`config.mk`:
```
export PLATFORM = sky130hd
export DESIGN_NAME = rsim_regs
export DESIGN_NICKNAME = d
export VERILOG_FILES = /design/src/rtl/rsim_pkg.sv /design/src/rtl/rsim_regs.sv /design/src/rtl/rsim_trig.sv
export SDC_FILE = /design/constraint.sdc
export NUM_CORES = 1
export LEC_CHECK = 0
export ABC_CLOCK_PERIOD_IN_PS = 2800
export BUFFER_PORTS_ARGS = -buffer_cell sky130_fd_sc_hd__buf_2
export CORE_MARGIN = 4
export CORE_UTILIZATION = 50
export CTS_CLUSTER_SIZE = 14
export DETAILED_ROUTE_END_ITERATION = 6
export HOLD_SLACK_MARGIN = 0.06
export PLACE_DENSITY = 0.83
export REMOVE_ABC_BUFFERS = 1
export SLEW_MARGIN = 30
export SYNTH_ARGS = -nofsm -noshare
export SYNTH_HDL_FRONTEND = slang
export SYNTH_SLANG_ARGS = --single-unit
```
`constraint.sdc`:
```
create_clock -name core_clk -period 2.8 [get_ports core_clk]
set_input_delay 0.84 -clock core_clk [delete_from_list [all_inputs] [get_ports core_clk]]
set_output_delay 0.84 -clock core_clk [all_outputs]
set_load 0.03 [all_outputs]
```
`src/rtl/rsim_pkg.sv`:
```
`default_nettype none
package rsim_pkg;
   // register offsets
   localparam logic [6:0] RSIM_ADDR_MODE_HI = 7'h0D;
   localparam logic [6:0] RSIM_ADDR_MODE_LO = 7'h0E;
   localparam logic [6:0] RSIM_ADDR_CHSTAT  = 7'h0F;
   localparam logic [6:0] RSIM_ADDR_RXERR   = 7'h10;
   localparam logic [6:0] RSIM_ADDR_IRQ2ST  = 7'h08;
   localparam logic [6:0] RSIM_ADDR_IRQ2MK  = 7'h0C;
   localparam logic [6:0] RSIM_ADDR_RXERMK  = 7'h11;
   localparam logic [6:0] RSIM_ADDR_CSCTL   = 7'h12;
   // reset values
   localparam logic [7:0] RSIM_MODE_RST     = 8'h00;
   localparam logic [7:0] RSIM_MASK_RST     = 8'h00;
   localparam logic [7:0] RSIM_CSCTL_RST    = 8'h00;
   // layout
   localparam int         RSIM_NSRC         = 6;
   localparam logic [5:0] RSIM_MODE_MASK    = 6'h3F;
   localparam logic [6:0] RSIM_RXERR_MASK   = 7'h7F;
   localparam int         RSIM_CHAN_SEL_BIT = 0;
   // trigger codes
   typedef enum logic [1:0] {
      RSIM_TRIG_RISE  = 2'h0,
      RSIM_TRIG_FALL  = 2'h1,
      RSIM_TRIG_LEVEL = 2'h2,
      RSIM_TRIG_RSVD  = 2'h3
   } rsim_trig_t;
   // decoded channel status of one channel
   typedef struct packed {
      logic [3:0] aux_len;
      logic       pro;
      logic       audio_n;
      logic       copy_n;
      logic       gen_bit;
      logic [7:0] category;
   } rsim_chan_t;
   // register access port
   typedef struct packed {
      logic       rd;
      logic       wr;
      logic [6:0] addr;
      logic [7:0] wdata;
   } rsim_req_t;
endpackage
`default_nettype wire

```
`src/rtl/rsim_regs.sv`:
```
`default_nettype none
// Contract
// - each irq2 source gets a 2-bit trigger code from the two mode regs.
// - code high bit lives at 0Dh, low bit at 0Eh, same bit position.
// - 00 rising, 01 falling, 10 level, 11 reserved and not used by host.
// - interrupt on rise, on fall, or while present, per the code.
// - both mode registers reset to 00, all sources rising-edge.
// - 0Fh is read-only decoded channel status; writes do nothing.
// - 10h is read-only receiver error flags; writes do nothing.
// - masked receiver errors never reach the error register or pins.
// - channel select 1 shows channel B status, 0 shows channel A.
// - reading 08h clears it except sources that trigger in the read cycle, live level or edge; reading 10h keeps live unmasked errors.
module rsim_regs
   import rsim_pkg::*;
(
   input  wire logic                     core_clk,
   input  wire logic                     resetn,
   input  wire rsim_req_t                req,
   output logic [7:0]                    rdata,
   input  wire logic [RSIM_NSRC-1:0]     irq2_src,
   input  wire rsim_chan_t               chan_a,
   input  wire rsim_chan_t               chan_b,
   input  wire logic [6:0]               rx_err_src,
   output logic                          int_out,
   output logic                          rx_err_out,
   output logic                          emphasis_pin
);
   // ****************************************
   // control registers
   // ****************************************
   logic [5:0] mode_hi_r;
   logic [5:0] mode_lo_r;
   logic [5:0] irq2_mask_r;
   logic [6:0] rxerr_mask_r;
   logic [7:0] csctl_r;
   logic [7:0] rdata_r;
   logic [6:0] rxerr_r;
   logic       wr_hi;
   logic       wr_lo;
   logic       wr_mk;
   logic       wr_em;
   logic       wr_cs;
   logic       rd_irq2;
   logic       rd_err;
   assign wr_hi   = req.wr && (req.addr == RSIM_ADDR_MODE_HI);
   assign wr_lo   = req.wr && (req.addr == RSIM_ADDR_MODE_LO);
   assign wr_mk   = req.wr && (req.addr == RSIM_ADDR_IRQ2MK);
   assign wr_em   = req.wr && (req.addr == RSIM_ADDR_RXERMK);
   assign wr_cs   = req.wr && (req.addr == RSIM_ADDR_CSCTL);
   assign rd_irq2 = req.rd && (req.addr == RSIM_ADDR_IRQ2ST);
   assign rd_err  = req.rd && (req.addr == RSIM_ADDR_RXERR);
   always_ff @(posedge core_clk) begin
      if (!resetn) begin
         mode_hi_r    <= RSIM_MODE_RST[5:0];
         mode_lo_r    <= RSIM_MODE_RST[5:0];
         irq2_mask_r  <= RSIM_MASK_RST[5:0];
         rxerr_mask_r <= RSIM_MASK_RST[6:0];
         csctl_r      <= RSIM_CSCTL_RST;
      end else begin
         if (wr_hi)
            mode_hi_r <= req.wdata[5:0] & RSIM_MODE_MASK;
         if (wr_lo)
            mode_lo_r <= req.wdata[5:0] & RSIM_MODE_MASK;
         if (wr_mk)
            irq2_mask_r <= req.wdata[5:0];
         if (wr_em)
            rxerr_mask_r <= req.wdata[6:0] & RSIM_RXERR_MASK;
         if (wr_cs)
            csctl_r <= {2'h0, req.wdata[5:0]};
      end
   end
   // ****************************************
   // interrupt 2 sources
   // ****************************************
   logic [RSIM_NSRC-1:0] irq2_flag;
   genvar gi;
   generate
      for (gi = 0; gi < RSIM_NSRC; gi++) begin : g_src
         rsim_trig u_trig (
            .core_clk (core_clk),
            .resetn   (resetn),
            .src      (irq2_src[gi]),
            .code     ({mode_hi_r[gi], mode_lo_r[gi]}),
            .enable   (irq2_mask_r[gi]),
            .clr      (rd_irq2),
            .flag     (irq2_flag[gi])
         );
      end
   endgenerate
   assign int_out = |irq2_flag;
   // ****************************************
   // receiver channel status
   // ****************************************
   rsim_chan_t ch_sel;
   logic       gen_flag;
   logic [7:0] chstat;
   assign ch_sel = csctl_r[RSIM_CHAN_SEL_BIT] ? chan_b : chan_a;
   // category bit 7 inverts the sense of the generation bit
   assign gen_flag = ch_sel.category[7] ^ ch_sel.gen_bit;
   assign chstat = ch_sel.pro
      ? {ch_sel.aux_len, 4'hB}
      : {ch_sel.aux_len, 1'b0, ch_sel.audio_n, ch_sel.copy_n, gen_flag};
   // ****************************************
   // emphasis pin
   // ****************************************
   logic       emphasis_r;
   logic       emphasis_nxt;
   // pro streams carry no consumer emphasis, so the pin stays low
   assign emphasis_nxt = ch_sel.pro ? 1'b0 : ch_sel.audio_n;
   always_ff @(posedge core_clk) begin
      if (!resetn)
         emphasis_r <= 1'b0;
      else
         emphasis_r <= emphasis_nxt;
   end
   assign emphasis_pin = emphasis_r;
   // ****************************************
   // receiver error register
   // ****************************************
   logic [6:0] err_in;
   assign err_in = rx_err_src & rxerr_mask_r;
   always_ff @(posedge core_clk) begin
      if (!resetn) begin
         rxerr_r <= 7'h00;
      end else if (rd_err) begin
         rxerr_r <= err_in;
      end else begin
         rxerr_r <= rxerr_r | err_in;
      end
   end
   assign rx_err_out = |rxerr_r;
   // ****************************************
   // read data
   // ****************************************
   logic [7:0] rd_mux;
   always_comb begin
      case (req.addr)
         RSIM_ADDR_MODE_HI: rd_mux = {2'h0, mode_hi_r};
         RSIM_ADDR_MODE_LO: rd_mux = {2'h0, mode_lo_r};
         RSIM_ADDR_IRQ2ST:  rd_mux = {2'h0, irq2_flag};
         RSIM_ADDR_IRQ2MK:  rd_mux = {2'h0, irq2_mask_r};
         RSIM_ADDR_CHSTAT:  rd_mux = chstat;
         RSIM_ADDR_RXERR:   rd_mux = {1'b0, rxerr_r};
         RSIM_ADDR_RXERMK:  rd_mux = {1'b0, rxerr_mask_r};
         RSIM_ADDR_CSCTL:   rd_mux = csctl_r;
         default:           rd_mux = 8'h00;
      endcase
   end
   always_ff @(posedge core_clk) begin
      if (!resetn)
         rdata_r <= 8'h00;
      else if (req.rd)
         rdata_r <= rd_mux;
   end
   assign rdata = rdata_r;
   // ****************************************
   // checks
   // ****************************************
   AST_MODE_RESET: assert property (@(posedge core_clk)
      $rose(resetn) |-> (mode_hi_r == 6'h00) && (mode_lo_r == 6'h00))
      else $error("mode regs not zero after reset");
   AST_HI_WRITE: assert property (@(posedge core_clk)
      disable iff (!resetn)
      wr_hi |=> mode_hi_r == $past(req.wdata[5:0]))
      else $error("mode high write lost");
   AST_LO_WRITE: assert property (@(posedge core_clk)
      disable iff (!resetn)
      wr_lo |=> mode_lo_r == $past(req.wdata[5:0]))
      else $error("mode low write lost");
   AST_HI_TOP_ZERO: assert property (@(posedge core_clk)
      disable iff (!resetn)
      (req.rd && req.addr == RSIM_ADDR_MODE_HI) |=> rdata[7:6] == 2'h0)
      else $error("mode bits 7:6 not zero");
   AST_CHSTAT_RO: assert property (@(posedge core_clk)
      disable iff (!resetn)
      (req.wr && req.addr == RSIM_ADDR_CHSTAT)
      |=> $stable(csctl_r) && $stable(mode_hi_r) && $stable(mode_lo_r)
          && $stable(irq2_mask_r) && $stable(rxerr_mask_r))
      else $error("channel status write had effect");
   AST_ERR_MASKED: assert property (@(posedge core_clk)
      disable iff (!resetn)
      (rxerr_mask_r[0] == 1'b0) && $stable(rxerr_mask_r) && !rxerr_r[0]
      |=> !rxerr_r[0])
      else $error("masked error reached register");
   AST_LEVEL_HOLD: assert property (@(posedge core_clk)
      disable iff (!resetn)
      (mode_hi_r[0] && !mode_lo_r[0] && irq2_mask_r[0] && irq2_src[0])
      |=> irq2_flag[0])
      else $error("level flag dropped while present");
   AST_RISE_SET: assert property (@(posedge core_clk)
      disable iff (!resetn)
      (!mode_hi_r[0] && !mode_lo_r[0] && irq2_mask_r[0]
       && $rose(irq2_src[0])) |=> irq2_flag[0] && int_out)
      else $error("rising source missed");
   AST_CHAN_SEL: assert property (@(posedge core_clk)
      disable iff (!resetn)
      csctl_r[RSIM_CHAN_SEL_BIT] |-> chstat[7:4] == chan_b.aux_len)
      else $error("channel b not shown");
   AST_CHAN_A_SEL: assert property (@(posedge core_clk)
      disable iff (!resetn)
      !csctl_r[RSIM_CHAN_SEL_BIT] |-> chstat[7:4] == chan_a.aux_len)
      else $error("channel a not shown");
   // reset forces the delayed source low, so skip the release edge
   AST_FALL_SET: assert property (@(posedge core_clk)
      disable iff (!resetn)
      (!mode_hi_r[3] && mode_lo_r[3] && irq2_mask_r[3] && $past(resetn)
       && $fell(irq2_src[3])) |=> irq2_flag[3])
      else $error("falling source missed");
   AST_LO_TOP_ZERO: assert property (@(posedge core_clk)
      disable iff (!resetn)
      (req.rd && req.addr == RSIM_ADDR_MODE_LO) |=> rdata[7:6] == 2'h0)
      else $error("mode low bits 7:6 not zero");
   // rise and level codes cannot set a flag while the source is low
   AST_READ_CLEAR: assert property (@(posedge core_clk)
      disable iff (!resetn)
      (rd_irq2 && !irq2_src[0] && !mode_lo_r[0]) |=> !irq2_flag[0])
      else $error("status read left a dead flag set");
   AST_RXERR_RO: assert property (@(posedge core_clk)
      disable iff (!resetn)
      (req.wr && req.addr == RSIM_ADDR_RXERR)
      |=> rxerr_r == ($past(rxerr_r) | $past(err_in)))
      else $error("receiver error write had effect");
   AST_RXERR_RELOAD: assert property (@(posedge core_clk)
      disable iff (!resetn)
      rd_err |=> rxerr_r == $past(err_in))
      else $error("error read did not keep live errors only");
endmodule
`default_nettype wire

```
`src/rtl/rsim_trig.sv`:
```
`default_nettype none
module rsim_trig
   import rsim_pkg::*;
(
   input  wire logic       core_clk,
   input  wire logic       resetn,
   input  wire logic       src,
   input  wire logic [1:0] code,
   input  wire logic       enable,
   input  wire logic       clr,
   output logic            flag
);
   logic src_d_r;
   logic flag_r;
   logic hit;
   assign hit = enable && (((code == RSIM_TRIG_RISE) && src && !src_d_r)
              || ((code == RSIM_TRIG_FALL) && !src && src_d_r)
              || ((code == RSIM_TRIG_LEVEL) && src));
   always_ff @(posedge core_clk) begin
      if (!resetn) begin
         src_d_r <= 1'b0;
         flag_r  <= 1'b0;
      end else begin
         src_d_r <= src;
         // set beats the read clear; level mode stays while present
         if (hit)
            flag_r <= 1'b1;
         else if (clr)
            flag_r <= 1'b0;
      end
   end
   assign flag = flag_r;
endmodule
`default_nettype wire

```
After elaboration in Yosys (flattened, before gate mapping)
Cells that the tools add are included.
{"block": "op_classes", "eq_ne": 20, "mux": 11, "n_bitwise": 4, "reduce_logical": 82}
{"cell": "8-bit case mux with 8 select lines", "n": 1}
{"cell": "1-bit logical AND", "n": 43}
{"cell": "7-bit by 4-bit equality test with 1-bit output, second input constant", "n": 5}
{"cell": "7-bit by 5-bit equality test with 1-bit output, second input constant", "n": 3}
{"cell": "16-bit 2-to-1 mux", "n": 1}
{"cell": "2-bit by 1-bit equality test with 1-bit output, second input constant", "n": 6}
{"cell": "2-bit equality test, second input constant", "n": 6}
{"cell": "1-bit logical NOT", "n": 12}
{"cell": "2-bit logical NOT", "n": 6}
{"cell": "1-bit logical OR", "n": 12}
{"cell": "2-bit nonzero test", "n": 6}
{"cell": "7-bit AND", "n": 1}
{"cell": "1-bit 2-to-1 mux", "n": 7}
{"cell": "7-bit 2-to-1 mux", "n": 1}
{"cell": "7-bit bitwise OR", "n": 1}
{"cell": "7-bit OR reduction", "n": 1}
{"cell": "6-bit OR reduction", "n": 1}
{"cell": "4-bit 2-to-1 mux", "n": 1}
{"cell": "2-bit OR reduction", "n": 1}
{"cell": "1-bit NOT", "n": 1}
{"cell": "1-bit bitwise XOR", "n": 1}
{"block": "totals", "reg_bits": 59, "input_bits": 64, "output_inout_bits": 11, "elab_cells": 137}

Depth between registers and ports, before layout
Gate-level depths: netlist of run 1.
{"block": "logic_depth", "word_depth": 7, "depth_mapped": 7, "depth_no_buf": 5}

Hierarchy
From an unflattened synthesis of run 1, not the netlist that was laid out.
{"block": "hier_totals", "cells_unflattened": 327, "hier_area_um2": 2996.6}
{"mod": "rsim_regs", "n_inst": 1, "cells_each": 267, "area_each_um2": 2411.1, "seq_area_each_um2": 940.9}
{"mod": "rsim_trig", "n_inst": 6, "cells_each": 10, "area_each_um2": 97.6, "seq_area_each_um2": 40.0}

Worst setup path before layout of run 1
OpenSTA, ideal clock, no wires.
{"block": "synth_timing", "kind": "input to register", "startpoint": "input port req[10] in the netlist's numbering", "endpoint": "register rxerr_r[0]", "setup_ps": 118, "arrival_time_ps": 2096, "required_time_ps": 2682, "slack_ps": 586, "path_stages": 7, "n_path_buf": 2, "cell_sequence": "buf_2 -> nor3_4 -> nand3b_2 -> or3_1 -> clkbuf_1 -> a22oi_1 -> nor2b_1"}
{"block": "synth_between", "elab_chain_cells": 3}
{"item": "from (decl)", "line": "rsim_regs.sv:18", "source": "input wire rsim_req_t req,"}
{"item": "7-bit by 5-bit equality test with 1-bit output", "line": "rsim_regs.sv:51", "source": "assign rd_err = req.rd && (req.addr == RSIM_ADDR_RXERR);"}
{"item": "1-bit logical AND", "line": "rsim_regs.sv:51"}
{"item": "7-bit 2-to-1 mux", "line": "rsim_regs.sv:125", "source": "end else if (rd_err) begin"}
{"item": "to (signal assigned)", "line": "rsim_regs.sv:126", "source": "rxerr_r <= err_in;"}
{"item": "to (signal assigned)", "line": "rsim_regs.sv:128", "source": "rxerr_r <= rxerr_r | err_in;"}
{"item": "to (decl)", "line": "rsim_regs.sv:37", "source": "logic [6:0] rxerr_r;"}
Every way passes these cells.
A chain may end at the register's enable or synchronous reset.

Final worst setup path of run 1
{"block": "layout_timing", "startpoint": "input port req[12] in the netlist's numbering", "endpoint": "register rxerr_r[0]"}
Same word-level chain as after synthesis.

==> impl_results.md, run 1 <==
- Status: finished clean
- GRT Util Overall: 22.32%
- Critical path origin: req[12]
- Antenna viol nets, final: 0
- Area share of the leading cell type in the synthesized netlist: between 40 and 50%
- Total count of max-transition violations in the final report: 0
- Post-synthesis sequential element count: just under 60
- Synthesis-to-finish area growth: 19.36%
- Cell type with the highest aggregate area in the netlist: dfxtp_1
- Post-Route Skew: between 6 and 7 ps
- Pin count of the biggest net entering global routing: between 50 and 60
- Maximum capacitance violations: 0
- Number of global-route vias before repair: around 2600
- Relative slew slack: about three fifths
- Chip width: around 84 um
- Reg2Reg Setup Slack: just under 1000 ps
- Final total power: 1762 uW
- Number of clock sinks: just under 60
- Most frequent cells in the layout: 59 x dfxtp_1, 59 x buf_2, 41 x nand2_1, 38 x nor2b_1, 31 x mux2i_1
- IO buf count: 59
- Number of placement rows: 27
- RSZ-0062 raised after global routing: no
- Number of hold-slack violations in the final timing report: 0
- Slowest cell on the critical path: or3_1
- R2r startpoint: csctl_r[0]
- DRC Markers: 0
- Ratio of total power to cell area: around 510 nW/um^2
- Core outline area: 5574 sq um
- Slew @ Worst Pin: around 590 ps
- Floorplan die area: ~7000 sq um
- Leakage component of the power: around 0.0014 uW
- Final setup violation count: 0
- Number of H-tree levels: 3
- Hold-fix buffers, CTS: 0
- Die Height: 84.44 um
- Length of the first detailed-routing pass in iterations: 6
- Total of warnings raised by yosys: 0
- Maximum resistive drop on vdd: about 0.34 mV
- Largest incremental delay on the critical path: approximately 500 ps
- Endpoint of the worst register-to-register path: rdata[2]
- Library cell used as clock root buffer: clkbuf_8
- Average routed wire per standard cell: 17.11 um
- Arrival time at the worst endpoint: between 2000 and 2500 ps
- Initial detailed-routing violation count: approximately 240
- First-pass GRT wire length: 12500 um
- FF-to-FF path depth: 5
- Worst Setup End Kind: register
- Number of buffers on the longest clock path: 2
- Startpoint type of the worst setup path: input pin
- Highest attainable clock frequency: ~480 MHz
- Leading post-synthesis cells by cell area: dfxtp_1 40%, mux2i_1 11%, nor2b_1 8.1%
- Clock input transition at the sequential cells of the worst setup and hold paths: 60 ps
- Number of setup buffers added after CTS: 0
- Destination of the critical timing path: rxerr_r[0]
- Vias/cell: between 6 and 7
- Mapped Avg Cell Area: slightly above 9 sq um
- Utilization after layout: about 63%
- Number of antenna repair diodes: 0
- Insertion delay of the later-clocked pin in the worst-skew pair: 340 ps
- Synthesized cell area: around 3000 sq um
- Number of antenna violations at the first check in global routing: 0
- Max FO, Critical Path: 7
- HPWL after detailed placement: between 5000 and 6000 um
- Final Wtd Congestion: around 0.92
- CP most frequent cell: nor2b_1
- GRT Residual Overflow: 0
- Top flip-flop cell by instance count after synthesis: dfxtp_1
- Share of synthesized registers carrying an async set or reset: 0%
- Count of unique library cells instantiated by Yosys: 45
- Worst setup path class: in2reg
- Clock buffer count from CTS: 9
- Period minus WS final: roughly 2100 ps
- Final worst path period share: approximately three quarters
- Cell chain of the critical path: buf_2, nor2b_1, nand3b_2, or3_1, a22oi_1, nor2b_1
- Post-CTS Resized: 0
- Worst min path class: reg2reg
- DR vias: 2779
- EDFF count, synth: 0
- Share of the yosys chip area belonging to registers: between 40% and 50%
- # IOs: 75
- Initial standard-cell utilization of the core: roughly 52%
- Total Neg Setup Slack: 0 ps
- Number of nets in the final layout: 448
- CTS tree: yes
- Total detailed-routing wirelength: 7870 um
- Fraction of layout instances using a drive strength above 1: a little under a quarter
- Gate Count Post-Synth: approximately 320
- Critical path data required time: a little over 3000 ps
flip-flops by register name, indices dropped and copies added (netlist names):
register	flops
rdata	8
rxerr_mask_r	7
rxerr_r	7
csctl_r	6
g_src.u_trig.flag	6
g_src.u_trig.src_d_r	6
irq2_mask_r	6
mode_hi_r	6
mode_lo_r	6
emphasis_pin	1
metrics by stage:
| step | cells | hold slack (ps) | setup WS, ps | cell area, sq um |
|---|---|---|---|---|
| after global routing | 460 | 488.6 | 630.7 | 3487 |
| after global placement | 445 | 434.2 | 431.3 | 3293 |
| after CTS | 460 | 451.9 | 725.4 | 3487 |
| after detailed placement | 445 | 437.8 | 375.7 | 3293 |
| final | 460 | 449.2 | 704.2 | 3487 |
| after floorplan | 306 | 452.6 | 703.0 | 2848 |
critical path: cells and delay by family:
family / cells / cell delay (ps)
simple gates: 4 / 1130
buf+inv: 1 / 130
compound gates: 1 / 220
where the power goes:
| part | switching [uW] | internal (uW) |
|---|---|---|
| sequential | 2.30 | 846 |
| clock | 316 | 454 |
| combinational | 80.0 | 63.6 |
synthesized netlist by cell type, types with 3 or more instances:
library cell / instances
buf_2: 5
a221oi_1: 4
nand2_1: 41
and3b_1: 7
a32oi_1: 3
a21boi_0: 16
a21oi_1: 4
o22ai_1: 6
mux2i_1: 31
nand2b_1: 4
and2_1: 7
nor2b_1: 38
dfxtp_1: 59
a22o_1: 3
o21ai_0: 15
a22oi_1: 11
nor3b_1: 4
nand3_1: 12
nor2_1: 10
clkbuf_1: 10
area by class of cell:
| type | count | area [sq um] |
|---|---|---|
| clock buffers | 13 | 158.9 |
| clock inverters | 2 | 35.03 |
| fillers | 475 | 2087 |
| inverters | 2 | 7.507 |
| multi-input cells | 245 | 1659 |
| flip-flops and latches | 59 | 1181 |
| well taps | 72 | 90.09 |
| repair buffers | 67 | 355.3 |
metal layers:
| metal | track usage, % | vias to the layer above | wire (um) |
|---|---|---|---|
| li1 | - | 1287 | - |
| met2 | 35.37 | 160 | 3573 |
| met3 | 5.594 | 31 | 674 |
| met4 | 11.22 | 0 | 288 |
| met1 | 28.20 | 1301 | 3335 |
| met5 | 0 | - | 0 |
kinds of logic after synthesis:
family | share of synthesized area, %
flops | 40.43
xor+xnor | 0.5997
simple gates | 27.20
mux | 11.39
compound gates | 17.60
buf+inv | 2.784
worst min path at each step:
stage,from,endpoint,slack (ps),depth (start not counted)
floorplan,rxerr_mask_r[4],rxerr_mask_r[4],450,2
global placement,rdata[4],rdata[4],430,2
detailed placement,rdata[6],rdata[6],440,2
CTS,rdata[6],rdata[6],450,2
global route,rdata[3],rdata[3],490,2
finish,rdata[6],rdata[6],450,2
(Power assumes the default switching activity.)
==> run 2: changes to the inputs <==
--- a/config.mk
+++ b/config.mk
@@ -5,10 +5,10 @@
 export SDC_FILE = /design/constraint.sdc
 export NUM_CORES = 1
 export LEC_CHECK = 0
-export ABC_CLOCK_PERIOD_IN_PS = 2800
+export ABC_CLOCK_PERIOD_IN_PS = 1900
 export BUFFER_PORTS_ARGS = -buffer_cell sky130_fd_sc_hd__buf_2
 export CORE_MARGIN = 4
-export CORE_UTILIZATION = 50
+export CORE_UTILIZATION = 48
 export CTS_CLUSTER_SIZE = 14
 export DETAILED_ROUTE_END_ITERATION = 6
 export HOLD_SLACK_MARGIN = 0.06
==> constraint.sdc (replaced) <==
create_clock -name core_clk -period 1.9 [get_ports core_clk]
set_input_delay 0.57 -clock core_clk [delete_from_list [all_inputs] [get_ports core_clk]]
set_output_delay 0.57 -clock core_clk [all_outputs]
set_load 0.03 [all_outputs]
==> run 2 against run 1 <==
Compared with the run above:
- cell count increased by 6.7%
- non-clock buffer count is 28 higher
- final area up 5.3%
- register-to-register slack lost 690 ps
- first-iteration DRC count up 24%
- global-route usage rose by 2.0 points
- count of clock-buffer cells in the layout shrank 1
- combinational power up 69%
- clock skew increased by 1.3 ps
- wire length rose by 9.2%
- total power up 40%
==> impl_results.md, run 2 (synthesis gave the netlist of run 1 again) <==
- Slew @ Worst Pin: 391.4 ps (-200.2 ps)
- Relative slew slack: 73.54% (+13 points)
- # IOs: 75 (unchanged)
- Total count of max-transition violations in the final report: 0 (unchanged)
- Arrival time at the worst endpoint: 1280 ps (-1040 ps)
- Average routed wire per standard cell: 17.51 um (+2.3%)
- End of the worst hold path: g_src[3].u_trig.src_d_r
- Critical path data required time: 1330 ps (-1690 ps)
- Ratio of total power to cell area: 673.2 nW/um^2 (+33%)
- FF-to-FF path depth: 6 (+1)
- Startpoint type of the worst setup path: register
- Number of inserted filler cells in the final layout: 515 (+8.4%)
- Final setup violation count: 0 (unchanged)
- Post-placement cell count: 476 (+7.0%)
- DRC Markers: 0 (unchanged)
- Largest incremental delay on the critical path: 330 ps (-170 ps)
- Cell chain of the critical path: nor4_1, nand2_1, buf_2
- Reg2Reg Setup Slack: 300 ps (-690 ps)
- Max reg flops: 8 (unchanged)
- Chip width: 86.02 um (+1.9%)
- RSZ-0062 raised after global routing: no
- Vias/cell: 5.760 (-4.7%)
- Number of cells in the finished layout apart from fillers: 491 (+6.7%)
- Status: finished clean
- Number of nets in the final layout: 476 (+6.3%)
- Number of placement rows: 28 (+3.7%)
- Number of antenna repair diodes: 0 (unchanged)
- Final Wtd Congestion: 0.9613 (+4.5%)
- HPWL after detailed placement: 6419 um (+12%)
- Worst min path class: in2reg
- Slowest cell on the critical path: dfxtp_1
- Worst setup path class: reg2out
- First-pass GRT wire length: 13680 um (+9.4%)
- R2r startpoint: csctl_r[0]
- Clock input transition at the sequential cells of the worst setup and hold paths: 70 ps (about the same)
- Floorplan die area: 7399 sq um (+3.8%)
- Number of global-route vias before repair: 2841 (+9.0%)
- Area of all placed cells without fillers: 3674 sq um (+5.3%)
- Number of buffers on the longest clock path: 2 (unchanged)
- Maximum capacitance violations: 0 (unchanged)
- Worst Setup End Kind: primary output
- Total detailed-routing wirelength: 8595 um (+9.2%)
- Post-Route Skew: 7.782 ps (+1.289 ps)
- Worst setup slack before clock tree synthesis: -124.4 ps (-500.1 ps)
- DR vias: 2828 (+1.8%)
- Length of the first detailed-routing pass in iterations: 5 (-1)
- Antenna viol nets, final: 0 (unchanged)
- Initial detailed-routing violation count: 303 (+24%)
- Clock buffer count from CTS: 9 (unchanged)
- Period minus WS final: between 1500 and 2000 ps
- Area of placed instances: 3507 sq um (+6.5%)
- Startpoint of the worst hold path: irq2_src[3]
- Highest attainable clock frequency: roughly 540 MHz
- Maximum resistive drop on vdd: 0.3870 mV (+14%)
- Total Neg Setup Slack: 0 ps (unchanged)
- IO buf count: 59 (unchanged)
- Hold-fix buffers, CTS: 0 (unchanged)
- Die Height: 86.02 um (+1.9%)
- Endpoint of the worst register-to-register path: rdata[4]
- GRT Util Overall: 24.27% (+2.0 points)
- Setup ws final: 46.58 ps (-657.6 ps)
- Number of hold-slack violations in the final timing report: 0 (unchanged)
- Library cell used as clock root buffer: clkbuf_8
- Leakage component of the power: 0.001573 uW (+8.6%)
- Max FO, Critical Path: 3 (-4)
- Utilization after layout: 62.05% (-0.51 points)
- Initial standard-cell utilization of the core: 49.34% (-3.1 points)
- Fraction of layout instances using a drive strength above 1: 28.37% (+5.4 points)
- Number of H-tree levels: 3 (unchanged)
- Synthesis-to-finish area growth: 25.74%
- Hold path depth: 2 (unchanged)
- Insertion delay of the later-clocked pin in the worst-skew pair: 350 ps (about the same)
- GRT Residual Overflow: 0 (unchanged)
- CTS tree: yes
- Final worst path period share: between 90% and 100%
- Number of antenna violations at the first check in global routing: 0 (unchanged)
- Pin count of the biggest net entering global routing: 33 (-40%)
- Core outline area: 5921 sq um (+6.2%)
- Number of clock sinks: 59 (unchanged)
- Most frequent cells in the layout: 59 x dfxtp_1, 59 x buf_2, 41 x nand2_1, 38 x nor2b_1, 36 x buf_4
## run 2: cell count changes in the layout (fill, tap and decap cells not counted), sizes merged
cell and delta:
buf +28, bufinv -1, clkbuf -1, clkinv +2
## run 2: cell type report
type | instances | area, sq um | area share [%]
Clock buffer | 12 | 145.1 | 3.951
Multi-Input combinational cell | 245 | 1665 | 45.33
Timing Repair Buffer | 95 | 565.5 | 15.40
Inverter | 2 | 7.507 | 0.2044
Tap cell | 75 | 93.84 | 2.554
Clock inverter | 3 | 15.01 | 0.4087
Sequential cell | 59 | 1181 | 32.15
## run 2: layer usage
layer	vias up	global-route usage, %	wire [um]
li1	1338	-	-
met1	1320	29.89	3516
met2	137	38.47	4058
met3	33	6.916	677
met4	0	12.37	342
met5	-	0	0
## run 2: critical path, delay by kind of cell (launching register included)
kind                   cells  cell delay [ps]
DFF                        1              330
and+or+nand+nor            2              410
buffers and inverters      1              190
## run 2: how the worst max path moves through the flow
stage / start / end / depth (start not counted)
CTS: g_src[5].u_trig.flag / int_out / 3
global route: g_src[5].u_trig.flag / int_out / 3
floorplan: req[13] / mode_hi_r[0] / 5
global placement: req[13] / mode_hi_r[2] / 7
finish: g_src[5].u_trig.flag / int_out / 3
detailed placement: req[13] / mode_hi_r[3] / 7
## run 2: power breakdown
part	internal [uW]	switching, uW
Combinational	115	128
Sequential	1250	3.23
Clock	495	486
## run 2: metrics by stage
step / power, uW / hold WS (ps)
floorplan: 1356 / 452.6
detailed placement: 1514 / 445.4
global route: 2561 / 453.1
CTS: 2475 / 439.6
global placement: 1508 / 432.4
finish: 2473 / 442.5
## run 2: timing repair
item,in CTS,in global routing
resized for setup,0,1
setup buffers,0,0
setup endpoints to repair,0,1
